## src/logic/ttf_defines.svh

```systemverilog
// Constants of the turn-on timeout fault response block
`ifndef TTF_DEFINES_SVH
`define TTF_DEFINES_SVH

// ----------------------------------------
// Command code and register layout
// ----------------------------------------
`define TTF_CMD_ACTION 8'h63
`define TTF_ACTION_RST 8'h00
`define TTF_RESP_HI 7
`define TTF_RESP_LO 6
`define TTF_RETRY_HI 5
`define TTF_RETRY_LO 3
`define TTF_DELAY_HI 2
`define TTF_DELAY_LO 0

// ----------------------------------------
// Field codes
// ----------------------------------------
`define TTF_RESP_IGNORE 2'h0
`define TTF_RESP_KEEP 2'h1
`define TTF_RESP_DISABLE_RETRY 2'h2
`define TTF_RESP_LATCH_OFF 2'h3
`define TTF_RETRY_NONE 3'h0
`define TTF_RETRY_ENDLESS 3'h7

`endif

```

## src/logic/ttf_pkg.sv

```systemverilog
// Types of the turn-on timeout fault response block
package ttf_pkg;

	typedef enum logic [4:0] {
		TTF_RUN = 5'b00001,
		TTF_KEEP = 5'b00010,
		TTF_WAIT = 5'b00100,
		TTF_TRY = 5'b01000,
		TTF_HOLD = 5'b10000
	} ttf_state_e;

endpackage

```

## src/logic/ttf_delay_timer.sv

```systemverilog
// Delay timer counting 2^n fault time units
`timescale 1ns/1ps

module ttf_delay_timer #(
	parameter int UNIT_W = 16
) (
	// Clock and reset
	input wire logic clk,
	input wire logic rst,
	// Control
	input wire logic start,
	input wire logic [UNIT_W-1:0] unit_cycles,
	input wire logic [2:0] exp,
	// Result
	output logic done_q
);

	logic [UNIT_W-1:0] div_q;
	logic [7:0] units_q;
	logic [7:0] target_q;
	logic run_q;
	wire unit_tick;
	wire last_unit;

	// ----------------------------------------
	// Unit divider; a zero unit is read as one cycle
	// ----------------------------------------
	assign unit_tick = run_q && ((div_q + 1'b1) >= unit_cycles);
	assign last_unit = unit_tick && ((units_q + 8'h01) == target_q);

	always_ff @(posedge clk or posedge rst) begin
		if (rst) begin
			div_q <= '0;
			units_q <= 8'h00;
			target_q <= 8'h01;
			run_q <= 1'b0;
			done_q <= 1'b0;
		end else begin
			done_q <= 1'b0;
			if (start) begin
				div_q <= '0;
				units_q <= 8'h00;
				target_q <= 8'h01 << exp; // RULE_12
				run_q <= 1'b1;
			end else if (run_q) begin
				div_q <= unit_tick ? '0 : div_q + 1'b1;
				if (unit_tick)
					units_q <= units_q + 8'h01;
				if (last_unit) begin
					run_q <= 1'b0;
					done_q <= 1'b1;
				end
			end
		end
	end

endmodule

```

## src/logic/ttf_fault_response.sv

```systemverilog
// Turn-on timeout fault response controller
// ----------------------------------------
// What this block does
// RULE_01: Response 00 ignores the timeout fault; the output keeps running.
// RULE_02: Response 01 keeps running for the delay, then retries if fault remains.
// RULE_03: Response 10 disables the output at once, then follows the retry field.
// RULE_04: Response 11 disables the output until the latched fault is cleared.
// RULE_05: Status-bit clear or clear-faults command clears the latch and allows restart.
// RULE_06: Reset clears the latched fault.
// RULE_07: Commanding the output off then on, by pin or operation, clears.
// RULE_08: Retry code 000 makes no restart; output stays off until cleared.
// RULE_09: Retry codes 1 to 6 give that many attempts, then hold off.
// RULE_10: Attempt starts are spaced by the delay count times the time unit.
// RULE_11: Retry code 111 retries until commanded off or another fault shuts down.
// RULE_12: Delay field n selects 2^n time units, one to 128.
// RULE_13: The time unit comes from the output-voltage fault time-unit setting.
// RULE_14: Only some response encodings are honoured by the device; the code acts on all four codes 00 to 11.
// RULE_15: The configuration is one byte at command 0x63, byte read and write.
// RULE_16: A zero start-up limit disables the timeout fault entirely.
// RULE_17: A successful restart ends retrying and resets the attempt count.
// ----------------------------------------
`timescale 1ns/1ps
`include "ttf_defines.svh"

module ttf_fault_response import ttf_pkg::*; #(
	parameter int UNIT_W = 16,
	parameter int LIMIT_W = 16
) (
	// Clock and reset
	input wire logic clk,
	input wire logic rst,
	// Byte command port
	input wire logic cmd_valid,
	input wire logic cmd_write,
	input wire logic [7:0] cmd_code,
	input wire logic [7:0] cmd_wdata,
	output logic rsp_valid_q,
	output logic rsp_ack_q,
	output logic [7:0] rsp_rdata_q,
	// Fault clearing
	input wire logic clear_faults,
	input wire logic clear_status_bit,
	// On/off commands
	input wire logic ctrl_pin,
	input wire logic operation_on,
	// Start-up supervision
	input wire logic timeout_fault,
	input wire logic start_ok,
	input wire logic [LIMIT_W-1:0] turn_on_timeout_limit,
	input wire logic [UNIT_W-1:0] vout_fault_unit_cycles,
	input wire logic other_fault_shutdown,
	// Results
	output logic out_enable_q,
	output logic fault_latched_q,
	output logic attempt_start_q,
	output logic retrying_q,
	output logic [2:0] attempts_q
);

	// ----------------------------------------
	// Configuration register
	// ----------------------------------------
	logic [7:0] turn_on_timeout_fault_action_q;
	wire cmd_hit;
	wire cfg_wr;
	wire [1:0] resp_code;
	wire [2:0] retry_code;
	wire [2:0] delay_code;

	assign cmd_hit = cmd_valid && (cmd_code == `TTF_CMD_ACTION); // RULE_15
	assign cfg_wr = cmd_hit && cmd_write;
	assign resp_code = turn_on_timeout_fault_action_q[`TTF_RESP_HI:`TTF_RESP_LO];
	assign retry_code = turn_on_timeout_fault_action_q[`TTF_RETRY_HI:`TTF_RETRY_LO];
	assign delay_code = turn_on_timeout_fault_action_q[`TTF_DELAY_HI:`TTF_DELAY_LO];

	always_ff @(posedge clk or posedge rst) begin
		if (rst) begin
			turn_on_timeout_fault_action_q <= `TTF_ACTION_RST;
			rsp_valid_q <= 1'b0;
			rsp_ack_q <= 1'b0;
			rsp_rdata_q <= 8'h00;
		end else begin
			if (cfg_wr)
				turn_on_timeout_fault_action_q <= cmd_wdata; // RULE_15
			rsp_valid_q <= cmd_valid;
			rsp_ack_q <= cmd_hit;
			rsp_rdata_q <= (cmd_hit && !cmd_write) ? turn_on_timeout_fault_action_q : 8'h00;
		end
	end

	// ----------------------------------------
	// Control pin synchroniser
	// ----------------------------------------
	logic pin_s1_q;
	logic pin_s2_q;
	logic pin_s3_q;
	logic pin_q;

	always_ff @(posedge clk or posedge rst) begin
		if (rst) begin
			pin_s1_q <= 1'b0;
			pin_s2_q <= 1'b0;
			pin_s3_q <= 1'b0;
			pin_q <= 1'b0;
		end else begin
			pin_s1_q <= ctrl_pin;
			pin_s2_q <= pin_s1_q;
			pin_s3_q <= pin_s2_q;
			if (pin_s2_q == pin_s3_q)
				pin_q <= pin_s2_q;
		end
	end

	// ----------------------------------------
	// Commanded on, fault event and clears
	// ----------------------------------------
	logic fault_seen_q;
	wire cmd_on;
	wire limit_on;
	wire fault_level;
	wire fault_event;
	wire clear_any;

	assign cmd_on = pin_q && operation_on;
	assign limit_on = (turn_on_timeout_limit != '0); // RULE_16
	assign fault_level = timeout_fault && limit_on; // RULE_16
	assign fault_event = fault_level && !fault_seen_q;
	// Being commanded off ends the latch; turning back on then restarts clean
	assign clear_any = clear_faults || clear_status_bit || !cmd_on; // RULE_05 RULE_07

	always_ff @(posedge clk or posedge rst) begin
		if (rst)
			fault_seen_q <= 1'b0;
		else
			fault_seen_q <= fault_level;
	end

	// ----------------------------------------
	// Delay timer shared by keep-running and spacing
	// ----------------------------------------
	logic timer_start;
	logic timer_done;
	logic timer_expired_q;

	ttf_delay_timer #(
		.UNIT_W(UNIT_W)
	) u_timer (
		.clk(clk),
		.rst(rst),
		.start(timer_start),
		.unit_cycles(vout_fault_unit_cycles), // RULE_13
		.exp(delay_code), // RULE_12
		.done_q(timer_done)
	);

	// ----------------------------------------
	// Response state machine
	// ----------------------------------------
	ttf_state_e state_q;
	ttf_state_e state_d;
	logic [2:0] attempts_d;
	logic latch_set;
	logic attempt_go;
	wire more_tries;
	wire spacing_over;

	assign more_tries = (retry_code == `TTF_RETRY_ENDLESS) || (attempts_q < retry_code); // RULE_09 RULE_11
	assign spacing_over = timer_done || timer_expired_q;

	always_comb begin
		state_d = state_q;
		attempts_d = attempts_q;
		timer_start = 1'b0;
		latch_set = 1'b0;
		attempt_go = 1'b0;
		case (state_q)
			TTF_RUN: begin
				if (fault_event) begin
					case (resp_code) // RULE_14
						`TTF_RESP_IGNORE: state_d = TTF_RUN; // RULE_01
						`TTF_RESP_KEEP: begin
							timer_start = 1'b1; // RULE_02
							state_d = TTF_KEEP;
						end
						`TTF_RESP_DISABLE_RETRY: begin
							latch_set = 1'b1; // RULE_03
							attempts_d = 3'h0;
							timer_start = 1'b1;
							state_d = (retry_code == `TTF_RETRY_NONE) ? TTF_HOLD : TTF_WAIT; // RULE_08
						end
						default: begin
							latch_set = 1'b1; // RULE_04
							state_d = TTF_HOLD;
						end
					endcase
				end
			end
			TTF_KEEP: begin
				if (timer_done) begin
					if (fault_level) begin
						latch_set = 1'b1; // RULE_02
						attempts_d = 3'h0;
						timer_start = 1'b1;
						state_d = (retry_code == `TTF_RETRY_NONE) ? TTF_HOLD : TTF_WAIT;
					end else begin
						state_d = TTF_RUN;
					end
				end
			end
			TTF_WAIT: begin
				if (spacing_over) begin
					if (more_tries) begin
						attempt_go = 1'b1;
						timer_start = 1'b1; // RULE_10
						attempts_d = (attempts_q == 3'h7) ? attempts_q : attempts_q + 3'h1;
						state_d = TTF_TRY;
					end else begin
						state_d = TTF_HOLD; // RULE_09
					end
				end
			end
			TTF_TRY: begin
				if (start_ok) begin
					attempts_d = 3'h0; // RULE_17
					state_d = TTF_RUN;
				end else if (fault_event) begin
					state_d = TTF_WAIT; // RULE_10
				end
			end
			TTF_HOLD: state_d = TTF_HOLD;
			default: state_d = TTF_RUN;
		endcase
		// A clear ends hold and retrying unless a new fault latches or another fault shuts down this cycle
		if (clear_any && !latch_set && state_q != TTF_KEEP) begin
			state_d = TTF_RUN; // RULE_05 RULE_07 RULE_11
			attempts_d = 3'h0;
		end
		if (other_fault_shutdown && (state_q == TTF_WAIT || state_q == TTF_TRY))
			state_d = TTF_HOLD; // RULE_11
	end

	// ----------------------------------------
	// State, latch and outputs
	// ----------------------------------------
	always_ff @(posedge clk or posedge rst) begin
		if (rst) begin
			state_q <= TTF_RUN;
			attempts_q <= 3'h0;
			timer_expired_q <= 1'b0;
			fault_latched_q <= 1'b0; // RULE_06
			out_enable_q <= 1'b0;
			attempt_start_q <= 1'b0;
			retrying_q <= 1'b0;
		end else begin
			state_q <= state_d;
			attempts_q <= attempts_d;
			timer_expired_q <= !timer_start && (timer_expired_q || timer_done);
			// Set wins over a clear in the same cycle
			fault_latched_q <= latch_set || (fault_latched_q && !clear_any); // RULE_05
			out_enable_q <= cmd_on && (state_d == TTF_RUN || state_d == TTF_KEEP || state_d == TTF_TRY);
			attempt_start_q <= attempt_go;
			retrying_q <= (state_d == TTF_WAIT) || (state_d == TTF_TRY);
		end
	end

endmodule

```

## config.mk

```make
export PLATFORM = sky130hd
export DESIGN_NAME = ttf_fault_response
export DESIGN_NICKNAME = d
export VERILOG_FILES = /design/src/logic/ttf_pkg.sv /design/src/logic/ttf_delay_timer.sv /design/src/logic/ttf_fault_response.sv
export VERILOG_INCLUDE_DIRS = /design/src /design/src/logic
export SDC_FILE = /design/constraint.sdc
export NUM_CORES = 1
export LEC_CHECK = 0
export ABC_AREA = 1
export BUFFER_PORTS_ARGS = -buffer_cell sky130_fd_sc_hd__buf_2
export CAP_MARGIN = 5
export CELL_PAD_IN_SITES_DETAIL_PLACEMENT = 0
export CELL_PAD_IN_SITES_GLOBAL_PLACEMENT = 1
export CORE_ASPECT_RATIO = 1.5
export CORE_MARGIN = 5
export CORE_UTILIZATION = 42
export CTS_BUF_LIST = sky130_fd_sc_hd__clkbuf_8
export DETAILED_ROUTE_END_ITERATION = 8
export GPL_ROUTABILITY_DRIVEN = 0
export PLACE_DENSITY = 0.8
export SLEW_MARGIN = 5
export SYNTH_ARGS = -nofsm -noshare
export SYNTH_HDL_FRONTEND = slang
export SYNTH_HIERARCHICAL = 1
export SYNTH_SLANG_ARGS = --single-unit
export TNS_END_PERCENT = 10
```

## constraint.sdc

```tcl
create_clock -name clk -period 3.03 [get_ports clk]
set_input_delay 0.1515 -clock clk [delete_from_list [all_inputs] [get_ports clk]]
set_output_delay 0.1515 -clock clk [all_outputs]
set_load 0.01 [all_outputs]
```

==> results.toml, run 1 <==
[min_path]
hold_start = "cmd_wdata[7]"
hold_path_class = "input port to flop"
hold_end = "turn_on_timeout_fault_action_q[7]"
worstHoldPathCells = 2

[synthesis]
yosysTopAreaCellShare_pct = 37.9
ys_ff_latch = 70
synth_edf_count = 0
ys_warn_count = 6
ys_types = 39
synth.most_common_cell = "nand2_1"
synthesis.area_um2 = 4490
synthTopCellsByArea = "dfrtp_1 (38%), nand2_1 (13%), inv_1 (8.4%)"
postSynthAreaPerCell_um2 = 7.41
async_reset_ff_share_pct = 100
syn_nets = 692
synth_common_cells = "nand2_1 (160), inv_1 (101), nor2_1 (71), dfrtp_1 (68), nand3_1 (54)"
synth_ff_type = "dfrtp_1"
yosysTopAreaCell = "dfrtp_1"
synth_cells = 606
synth_seq_area_share_pct = 39.0

[finish]
fin_util_pct = 50.2
area_growth_pct = 17.6
antenna_cells = 0
drive_above_1_share_pct = 20.9
fin_nets = 777
finish.instance_area_um2 = 5280

[detailed_routing]
drc = 0
viasPerCell = 4.78
dr.pass1.iters = 4
vias = 4005
wl_per_cell_um = 12.1
drtIter0Drc = 138
drtAntennaViolNets = 0
wirelength_mm = 10.1

[sta]
clock_skew_ps = 6.71
fin_crit_ps = 2690
rsz0062_at_grt = "false"
tns_ps = 0
hold_viol = 0
setup_viol = 0
relSlewSlack_pct = 61.7
fmax_mhz = 371
whs_ps = 27.7
worstMarginPinSlew_ps = 574
slew_violations = 0
period_share_pct = 88.9

[grt]
grt_pass1_vias = 3929
grt_pass1_wl_mm = 17.3
antenna_found_initial = 0
grt_usage_pct = 16.8
grt-ovfl-total = 0
grt_max_degree = 35

[worst_setup_path]
arrival_ps = 2930
r2r_cells = 17
start_kind = "flop"
r2r_end = "u_timer/run_q"
end_kind = "flop"
path_class = "flop to flop"
cp_max_fo = 25
cp.required_ps = 3270
r2r_slack_ps = 340
r2r-start = "u_timer/div_q[0]"

[placement]
place_area_um2 = 5050
dp_hpwl_mm = 7.86
port_buffers = 75

[floorplanning]
die_area_um2 = 12900
fp.dieW_um = 94.5
ioPinCount = 76
dieHeight_um = 137
rows = 46
start_util_pct = 42.7
core-area_um2 = 10500

[clocking]
clock-sinks = 70
cts-root-buf = "clkbuf_8"
cts_setup_buffers = 0
clock_latency_ps = 350
cts_tree = "built"
cts_max_level = 3
cts_buffer_depth = 2
clk_pin_slew_ps = 70
numCtsBuffers = 9

[power_and_ir_drop]
powerDensity_nw_per_um2 = 455
cellLeakagePower_uw = 0.00305
peakVddDrop_v = 0.000246

[run]
drv_cap = 0

[status]
status = "finished, final reports clean"
==> per-layer routing <==
metal	vias up	global-route usage, %	share of wire, %
li1	2077	-	-
met1	1828	19.4	42
met2	83	29.5	51
met3	17	3.69	4.8
met4	0	7.06	1.9
met5	-	0	0
==> critical path, cell delays in order, from the launching register on <==
cell and delay, ps:
dfrtp_1 400, ha_1 180, nand2_1 90, nor2_2 130, nand2_1 120, nor2_4 140, nand2_1 80, xor2_1 180
inv_1 60, ha_1 270, nand2_1 60, o21bai_1 150, a21oi_1 130, nor2_1 80, nand2_4 150, nand2_8 150
nor2_2 160, nor2_1 50
==> registers in the layout, indices dropped and copies added, names as in the netlist <==
name / count
attempt_start_q: 1
attempts_q: 3
fault_latched_q: 1
fault_seen_q: 1
out_enable_q: 1
pin_q: 1
pin_s1_q: 1
pin_s2_q: 1
pin_s3_q: 1
retrying_q: 1
rsp_ack_q: 1
rsp_rdata_q: 8
rsp_valid_q: 1
state_q: 5
timer_expired_q: 1
turn_on_timeout_fault_action_q: 8
u_timer/div_q: 16
u_timer/done_q: 1
u_timer/run_q: 1
u_timer/target_q: 8
u_timer/units_q: 8
==> cells by family (layout without fill, tap and decap cells) <==
| family | Yosys count | count (layout) | share of synthesized area (%) |
|---|---|---|---|
| flip-flops | 70 | 70 | 39.0 |
| AND/OR/NAND/NOR | 339 | 339 | 35.0 |
| XOR/XNOR | 8 | 8 | 1.56 |
| multiplexers | 8 | 8 | 2.01 |
| adder cells (fa/ha/maj) | 28 | 28 | 7.74 |
| buffers and inverters | 117 | 205 | 9.86 |
| AO/OA/AOI/OAI | 36 | 36 | 4.79 |
==> area by class of cell <==
class / count / area, um2
Fill cell: 1108 / 5250
Multi-Input combinational cell: 419 / 2310
Sequential cell: 70 / 1750
Timing Repair Buffer: 83 / 443
Inverter: 108 / 405
Tap cell: 144 / 180
Clock buffer: 10 / 138
Clock inverter: 4 / 48.8
==> worst max path at each step <==
stage,start,endpoint,cells after the start
floorplan,u_timer/div_q[0],u_timer/units_q[7],18
global placement,u_timer/div_q[0],u_timer/run_q,17
detailed placement,u_timer/div_q[0],u_timer/run_q,17
CTS,u_timer/div_q[0],u_timer/run_q,17
global route,u_timer/div_q[0],u_timer/run_q,16
finish,u_timer/div_q[0],u_timer/run_q,17
==> cell usage in the layout (no fill, tap or decap), drive strengths merged <==
| master | netlist | final |
|---|---|---|
| a21oi | 9 | 9 |
| a31o | 1 | 1 |
| buf | 5 | 80 |
| bufinv | 0 | 1 |
| clkbuf | 4 | 10 |
| clkinv | 0 | 3 |
| dfrtp | 68 | 68 |
| dfstp | 2 | 2 |
| dlygate4sd3 | 0 | 3 |
| ha | 27 | 27 |
| inv | 108 | 108 |
| maj3 | 1 | 1 |
| mux2 | 8 | 8 |
| nand2 | 167 | 167 |
| nand3 | 58 | 58 |
| nand3b | 1 | 1 |
| nand4 | 18 | 18 |
| nor2 | 83 | 83 |
| nor3 | 6 | 6 |
| nor3b | 2 | 2 |
| nor4 | 1 | 1 |
| o2111ai | 1 | 1 |
| o21a | 1 | 1 |
| o21ai | 13 | 13 |
| o21bai | 3 | 3 |
| o22ai | 8 | 8 |
| or2 | 3 | 3 |
| xnor2 | 1 | 1 |
| xor2 | 7 | 7 |
==> what timing repair did <==
item,in CTS,in global routing
hold buffers,3,0
endpoints found under the setup margin,0,26
endpoints found under the hold margin,38,0
resized for setup,0,3
==> where the power goes <==
| group | internal [uW] | switching (uW) | leakage [uW] | total (uW) |
|---|---|---|---|---|
| Clock | 392 | 351 | 0.0000980 | 742 |
| Combinational | 245 | 345 | 0.00203 | 589 |
| Sequential | 1010 | 59.9 | 0.000922 | 1070 |
==> per-stage QoR <==
step / setup slack (ps) / total power [uW] / instances
2_1_floorplan: 531 / 1520 / 606
3_3_place_gp: 250 / 1660 / 821
3_5_place_dp: 174 / 1680 / 821
4_1_cts: 155 / 2440 / 838
5_1_grt: 34.9 / 2580 / 838
6_report: 337 / 2400 / 838
Power figures use the tool's default switching activity.
==> run 2, diff against run 1 <==
--- a/config.mk
+++ b/config.mk
@@ -11,7 +11,6 @@
 export CAP_MARGIN = 5
 export CELL_PAD_IN_SITES_DETAIL_PLACEMENT = 0
 export CELL_PAD_IN_SITES_GLOBAL_PLACEMENT = 1
-export CORE_ASPECT_RATIO = 1.5
 export CORE_MARGIN = 5
 export CORE_UTILIZATION = 42
 export CTS_BUF_LIST = sky130_fd_sc_hd__clkbuf_8
==> results.toml, run 2 (synthesis results as in run 1) <==
[power_and_ir_drop]
swShare_pct = 31.7
power.internal_uw = 1660
clkPwrFrac_pct = 31.5
powerDensity_nw_per_um2 = 459
cellLeakagePower_uw = 0.00305
seq_power_share_pct = 44.1
totalPowerFinal_uw = 2430
p_sw_uw = 770
peakVddDrop_v = 0.000212
comb_power_share_pct = 24.4

[floorplanning]
rows = 37
ioPinCount = 76
dieHeight_um = 113
core-area_um2 = 10400
start_util_pct = 43.3
fp.dieW_um = 113
die_area_um2 = 12900

[placement]
dp_slack_ps = 155
dp.cells = 813
dp_hpwl_mm = 7.75
port_buffers = 75

[detailed_routing]
dr.pass1.iters = 5
drtIter0Drc = 131
vias = 3960
wl_per_cell_um = 12.1
wirelength_mm = 10.0
drc = 0
drtAntennaViolNets = 0
viasPerCell = 4.76

[grt]
grt-ovfl-total = 0
grt_pass1_vias = 3882
grt_usage_pct = 16.1
grt_max_degree = 35
grt_pass1_wl_mm = 17.2
antenna_found_initial = 0

[status]
status = "finished, final reports clean"

[finish]
fin_nets = 777
final_cell_mix = "nand2_1 (160), inv_1 (102), buf_2 (75)"
largest_reg_flops = 16
top_register = "u_timer/div_q"
drive_above_1_share_pct = 21.0
antenna_cells = 0
area_growth_pct = 17.7
layout.cells.non_filler = 832
final_common_cell = "nand2_1"

[clocking]
cts_setup_buffers = 0
cts_buffer_depth = 2
cts_max_level = 3
cts_tree = "built"
clock_latency_ps = 350
clock-sinks = 70
numCtsBuffers = 9
clk_pin_slew_ps = 80
cts-root-buf = "clkbuf_8"

[worst_setup_path]
path_class = "flop to flop"
cp.required_ps = 3260
arrival_ps = 2990
r2r_cells = 17
start_kind = "flop"
r2r_slack_ps = 270
cp_max_fo = 25
r2r-start = "u_timer/div_q[0]"
end_kind = "flop"
r2r_end = "u_timer/run_q"

[sta]
fmax_mhz = 363
worstMarginPinSlew_ps = 611
period_share_pct = 90.9
fin_ws_ps = 275
slew_violations = 0
hold_viol = 0
relSlewSlack_pct = 59.3
rsz0062_at_grt = "false"
setup_viol = 0
tns_ps = 0
clock_skew_ps = 15.8
fin_crit_ps = 2760

[min_path]
hold_end = "turn_on_timeout_fault_action_q[4]"
hold_start = "cmd_wdata[4]"
worstHoldPathCells = 2
hold_path_class = "input port to flop"

[run]
drv_cap = 0
-- run 2: layout make-up --
class,instances,area (um2)
clock buffer,10,138
clock inverter,6,62.6
fill,1034,5080
inverter,108,405
multi-input combinational,419,2310
sequential,70,1750
tap,136,170
timing repair buffer,83,443
-- run 2: layer usage --
metal	part of all wire [%]	vias up	GRT usage (%)
met2	43	103	25.2
met1	50	1763	22.1
met5	0	-	0
met3	6.5	12	3.34
met4	1.3	0	5.77
li1	-	2082	-
-- run 2: critical path, cell delays in order (launching register included) --
cell      delay, ps
dfrtp_1         410
ha_1            190
nand2_1         100
nor2_2          150
nand2_1         130
nor2_4          150
nand2_1          80
xor2_1          170
inv_1            60
ha_1            270
nand2_1          60
o21bai_1        150
a21oi_1         150
nor2_1           90
nand2_4         140
nand2_8         140
nor2_2          160
nor2_1           40
-- run 2: how the worst max path moves through the flow --
stage / startpoint / endpoint / slack, ps / depth (start not counted)
3_5_place_dp: u_timer/div_q[0] / u_timer/run_q / 150 / 17
6_report: u_timer/div_q[0] / u_timer/run_q / 270 / 17
2_1_floorplan: u_timer/div_q[0] / u_timer/units_q[7] / 530 / 18
3_3_place_gp: u_timer/div_q[0] / u_timer/run_q / 250 / 17
4_1_cts: u_timer/div_q[0] / u_timer/run_q / 130 / 17
5_1_grt: u_timer/div_q[0] / u_timer/run_q / 40 / 17
-- run 2: per-stage QoR --
step / hold slack (ps) / utilization [%] / area [um2]
2_1_floorplan: 183 / - / 4490
3_3_place_gp: 52.2 / 48.6 / 5040
3_5_place_dp: 60.2 / 48.6 / 5040
4_1_cts: 14.3 / 50.8 / 5270
5_1_grt: 22.2 / 51.0 / 5290
6_report: 36.0 / 51.0 / 5290
-- run 2: timing repair --
item | in CTS | in global routing
hold buffers | 3 | 0
hold endpoints to repair | 39 | 0
resized for setup | 0 | 3
endpoints found under the setup margin | 0 | 26
-- run 2: power by group through the flow --
stage               clock network [uW]  logic [uW]  registers (uW)
floorplan                            0         445            1070
global placement                     0         581            1090
detailed placement                   0         592            1090
CTS                                795         599            1070
global route                       830         693            1080
finish                             765         593            1070
==> run 3, diff against run 2 <==
--- a/config.mk
+++ b/config.mk
@@ -11,6 +11,7 @@
 export CAP_MARGIN = 5
 export CELL_PAD_IN_SITES_DETAIL_PLACEMENT = 0
 export CELL_PAD_IN_SITES_GLOBAL_PLACEMENT = 1
+export CORE_ASPECT_RATIO = 1.4
 export CORE_MARGIN = 5
 export CORE_UTILIZATION = 42
 export CTS_BUF_LIST = sky130_fd_sc_hd__clkbuf_8
==> results.toml, run 3 (synthesis results as in run 1) <==
[power_and_ir_drop]
cellLeakagePower_uw = 0.00306
power.internal_uw = 1620
seq_power_share_pct = 45.2
p_sw_uw = 755
comb_power_share_pct = 24.6
powerDensity_nw_per_um2 = 449
clkPwrFrac_pct = 30.1
totalPowerFinal_uw = 2370
peakVddDrop_v = 0.000294
swShare_pct = 31.8

[detailed_routing]
wl_per_cell_um = 12.0
drtIter0Drc = 165
dr.pass1.iters = 4
drtAntennaViolNets = 0
viasPerCell = 4.80
drc = 0
vias = 4004
wirelength_mm = 10.0

[floorplanning]
rows = 44
core-area_um2 = 10400
start_util_pct = 43.2
dieHeight_um = 132
fp.dieW_um = 97.4
die_area_um2 = 12900
ioPinCount = 76

[worst_setup_path]
crit_family = "simple AND/OR/NAND/NOR gates"
start_kind = "flop"
path_common_cell = "nand2_1"
r2r_cells = 17
critPathSlowestCell = "dfrtp_1"
r2r_slack_ps = 300
critPathMaxStageDelay_ps = 410
cp_max_fo = 25
end_kind = "flop"
path_class = "flop to flop"
cp.required_ps = 3270
r2r_end = "u_timer/run_q"
arrival_ps = 2970
path_cells = "ha_1, nand2_1, nor2_2, nand2_1, nor2_4, nand2_1, xor2_1, inv_1, ha_1, nand2_1, o21bai_1, a21oi_1, nor2_1, nand2_4, nand2_8, nor2_2, nor2_1"
path_depth = 17
path_buf_inv = 1
r2r-start = "u_timer/div_q[0]"

[clocking]
cts-root-buf = "clkbuf_8"
clk_pin_slew_ps = 80
clock_latency_ps = 350
cts_buffer_depth = 2
cts_max_level = 3
clock-sinks = 70
numCtsBuffers = 9
cts_tree = "built"

[sta]
setup_viol = 0
tns_ps = 0
slew_violations = 0
hold_viol = 0
fin_crit_ps = 2730
rsz0062_at_grt = "false"
relSlewSlack_pct = 61.9
worstMarginPinSlew_ps = 572
clock_skew_ps = 11.3
period_share_pct = 90.1
fmax_mhz = 366

[finish]
top_register = "u_timer/div_q"
fin_nets = 778
final_cell_mix = "nand2_1 (160), inv_1 (102), buf_2 (75)"
area_growth_pct = 17.6
drive_above_1_share_pct = 21.1
final_common_cell = "nand2_1"
largest_reg_flops = 16
nFillCells = 1055
antenna_cells = 0

[min_path]
hold_start = "cmd_wdata[4]"
hold_end = "turn_on_timeout_fault_action_q[4]"
hold_path_class = "input port to flop"
worstHoldPathCells = 2

[run]
drv_cap = 0

[placement]
port_buffers = 75
dp_hpwl_mm = 7.77

[status]
status = "finished, final reports clean"

[grt]
grt-ovfl-total = 0
grt_pass1_vias = 4040
grt_max_degree = 35
antenna_found_initial = 0
grt_usage_pct = 16.3
grt_pass1_wl_mm = 17.6
==> run 3: routing by layer <==
layer	track usage (%)	wire, um	up-vias
li1	-	-	2078
met1	19.2	4350	1825
met3	4.34	554	16
met2	27.8	4910	85
met4	7.24	209	0
met5	0	0	-
==> run 3: power groups by stage <==
| stage | Sequential, uW | Clock (uW) | Combinational (uW) |
|---|---|---|---|
| floorplan | 1070 | 0 | 445 |
| global placement | 1090 | 0 | 571 |
| CTS | 1070 | 741 | 598 |
| finish | 1070 | 715 | 585 |
| detailed placement | 1090 | 0 | 592 |
| global route | 1080 | 775 | 693 |
==> run 3: worst reg2reg max path, stage by stage, from the launching register on <==
cell and delay [ps]:
dfrtp_1 410, ha_1 180, nand2_1 90, nor2_2 130, nand2_1 130, nor2_4 150
nand2_1 80, xor2_1 180, inv_1 60, ha_1 270, nand2_1 60, o21bai_1 150
a21oi_1 120, nor2_1 80, nand2_4 160, nand2_8 150, nor2_2 160, nor2_1 50
==> run 3: how the worst max path moves through the flow <==
stage          slack [ps]        startpoint                 end
3_5_place_dp          140  u_timer/div_q[0]       u_timer/run_q
2_1_floorplan         530  u_timer/div_q[0]  u_timer/units_q[7]
6_report              300  u_timer/div_q[0]       u_timer/run_q
4_1_cts               110  u_timer/div_q[0]       u_timer/run_q
5_1_grt                 9  u_timer/div_q[0]       u_timer/run_q
3_3_place_gp          250  u_timer/div_q[0]       u_timer/run_q
==> run 3: metrics by stage <==
step / worst slack, ps / instances / hold WS, ps / util (%) / area, um2
after floorplan: 531 / 606 / 183 / - / 4490
after global placement: 254 / 815 / 89.5 / 48.4 / 5040
after detailed placement: 136 / 815 / 92.7 / 48.4 / 5040
after CTS: 110 / 834 / 0.412 / 50.5 / 5260
after global routing: 9.29 / 835 / 3.00 / 50.8 / 5280
final: 299 / 835 / 28.2 / 50.8 / 5280
==> run 3: cell type report <==
type	instances	area, um2	share of cell area (%)
multi-input cells	419	2310	43.8
flip-flops and latches	70	1750	33.2
repair buffers	84	450	8.52
inverters	108	405	7.67
well taps	138	173	3.27
clock buffers	12	165	3.13
clock inverters	4	21.3	0.403
==> run 3: repair_timing <==
action | CTS | global route
hold endpoints to repair | 41 | 0
buffers inserted | 0 | 1
hold buffers | 3 | 0
resized for setup | 0 | 3
setup endpoints to repair | 0 | 26
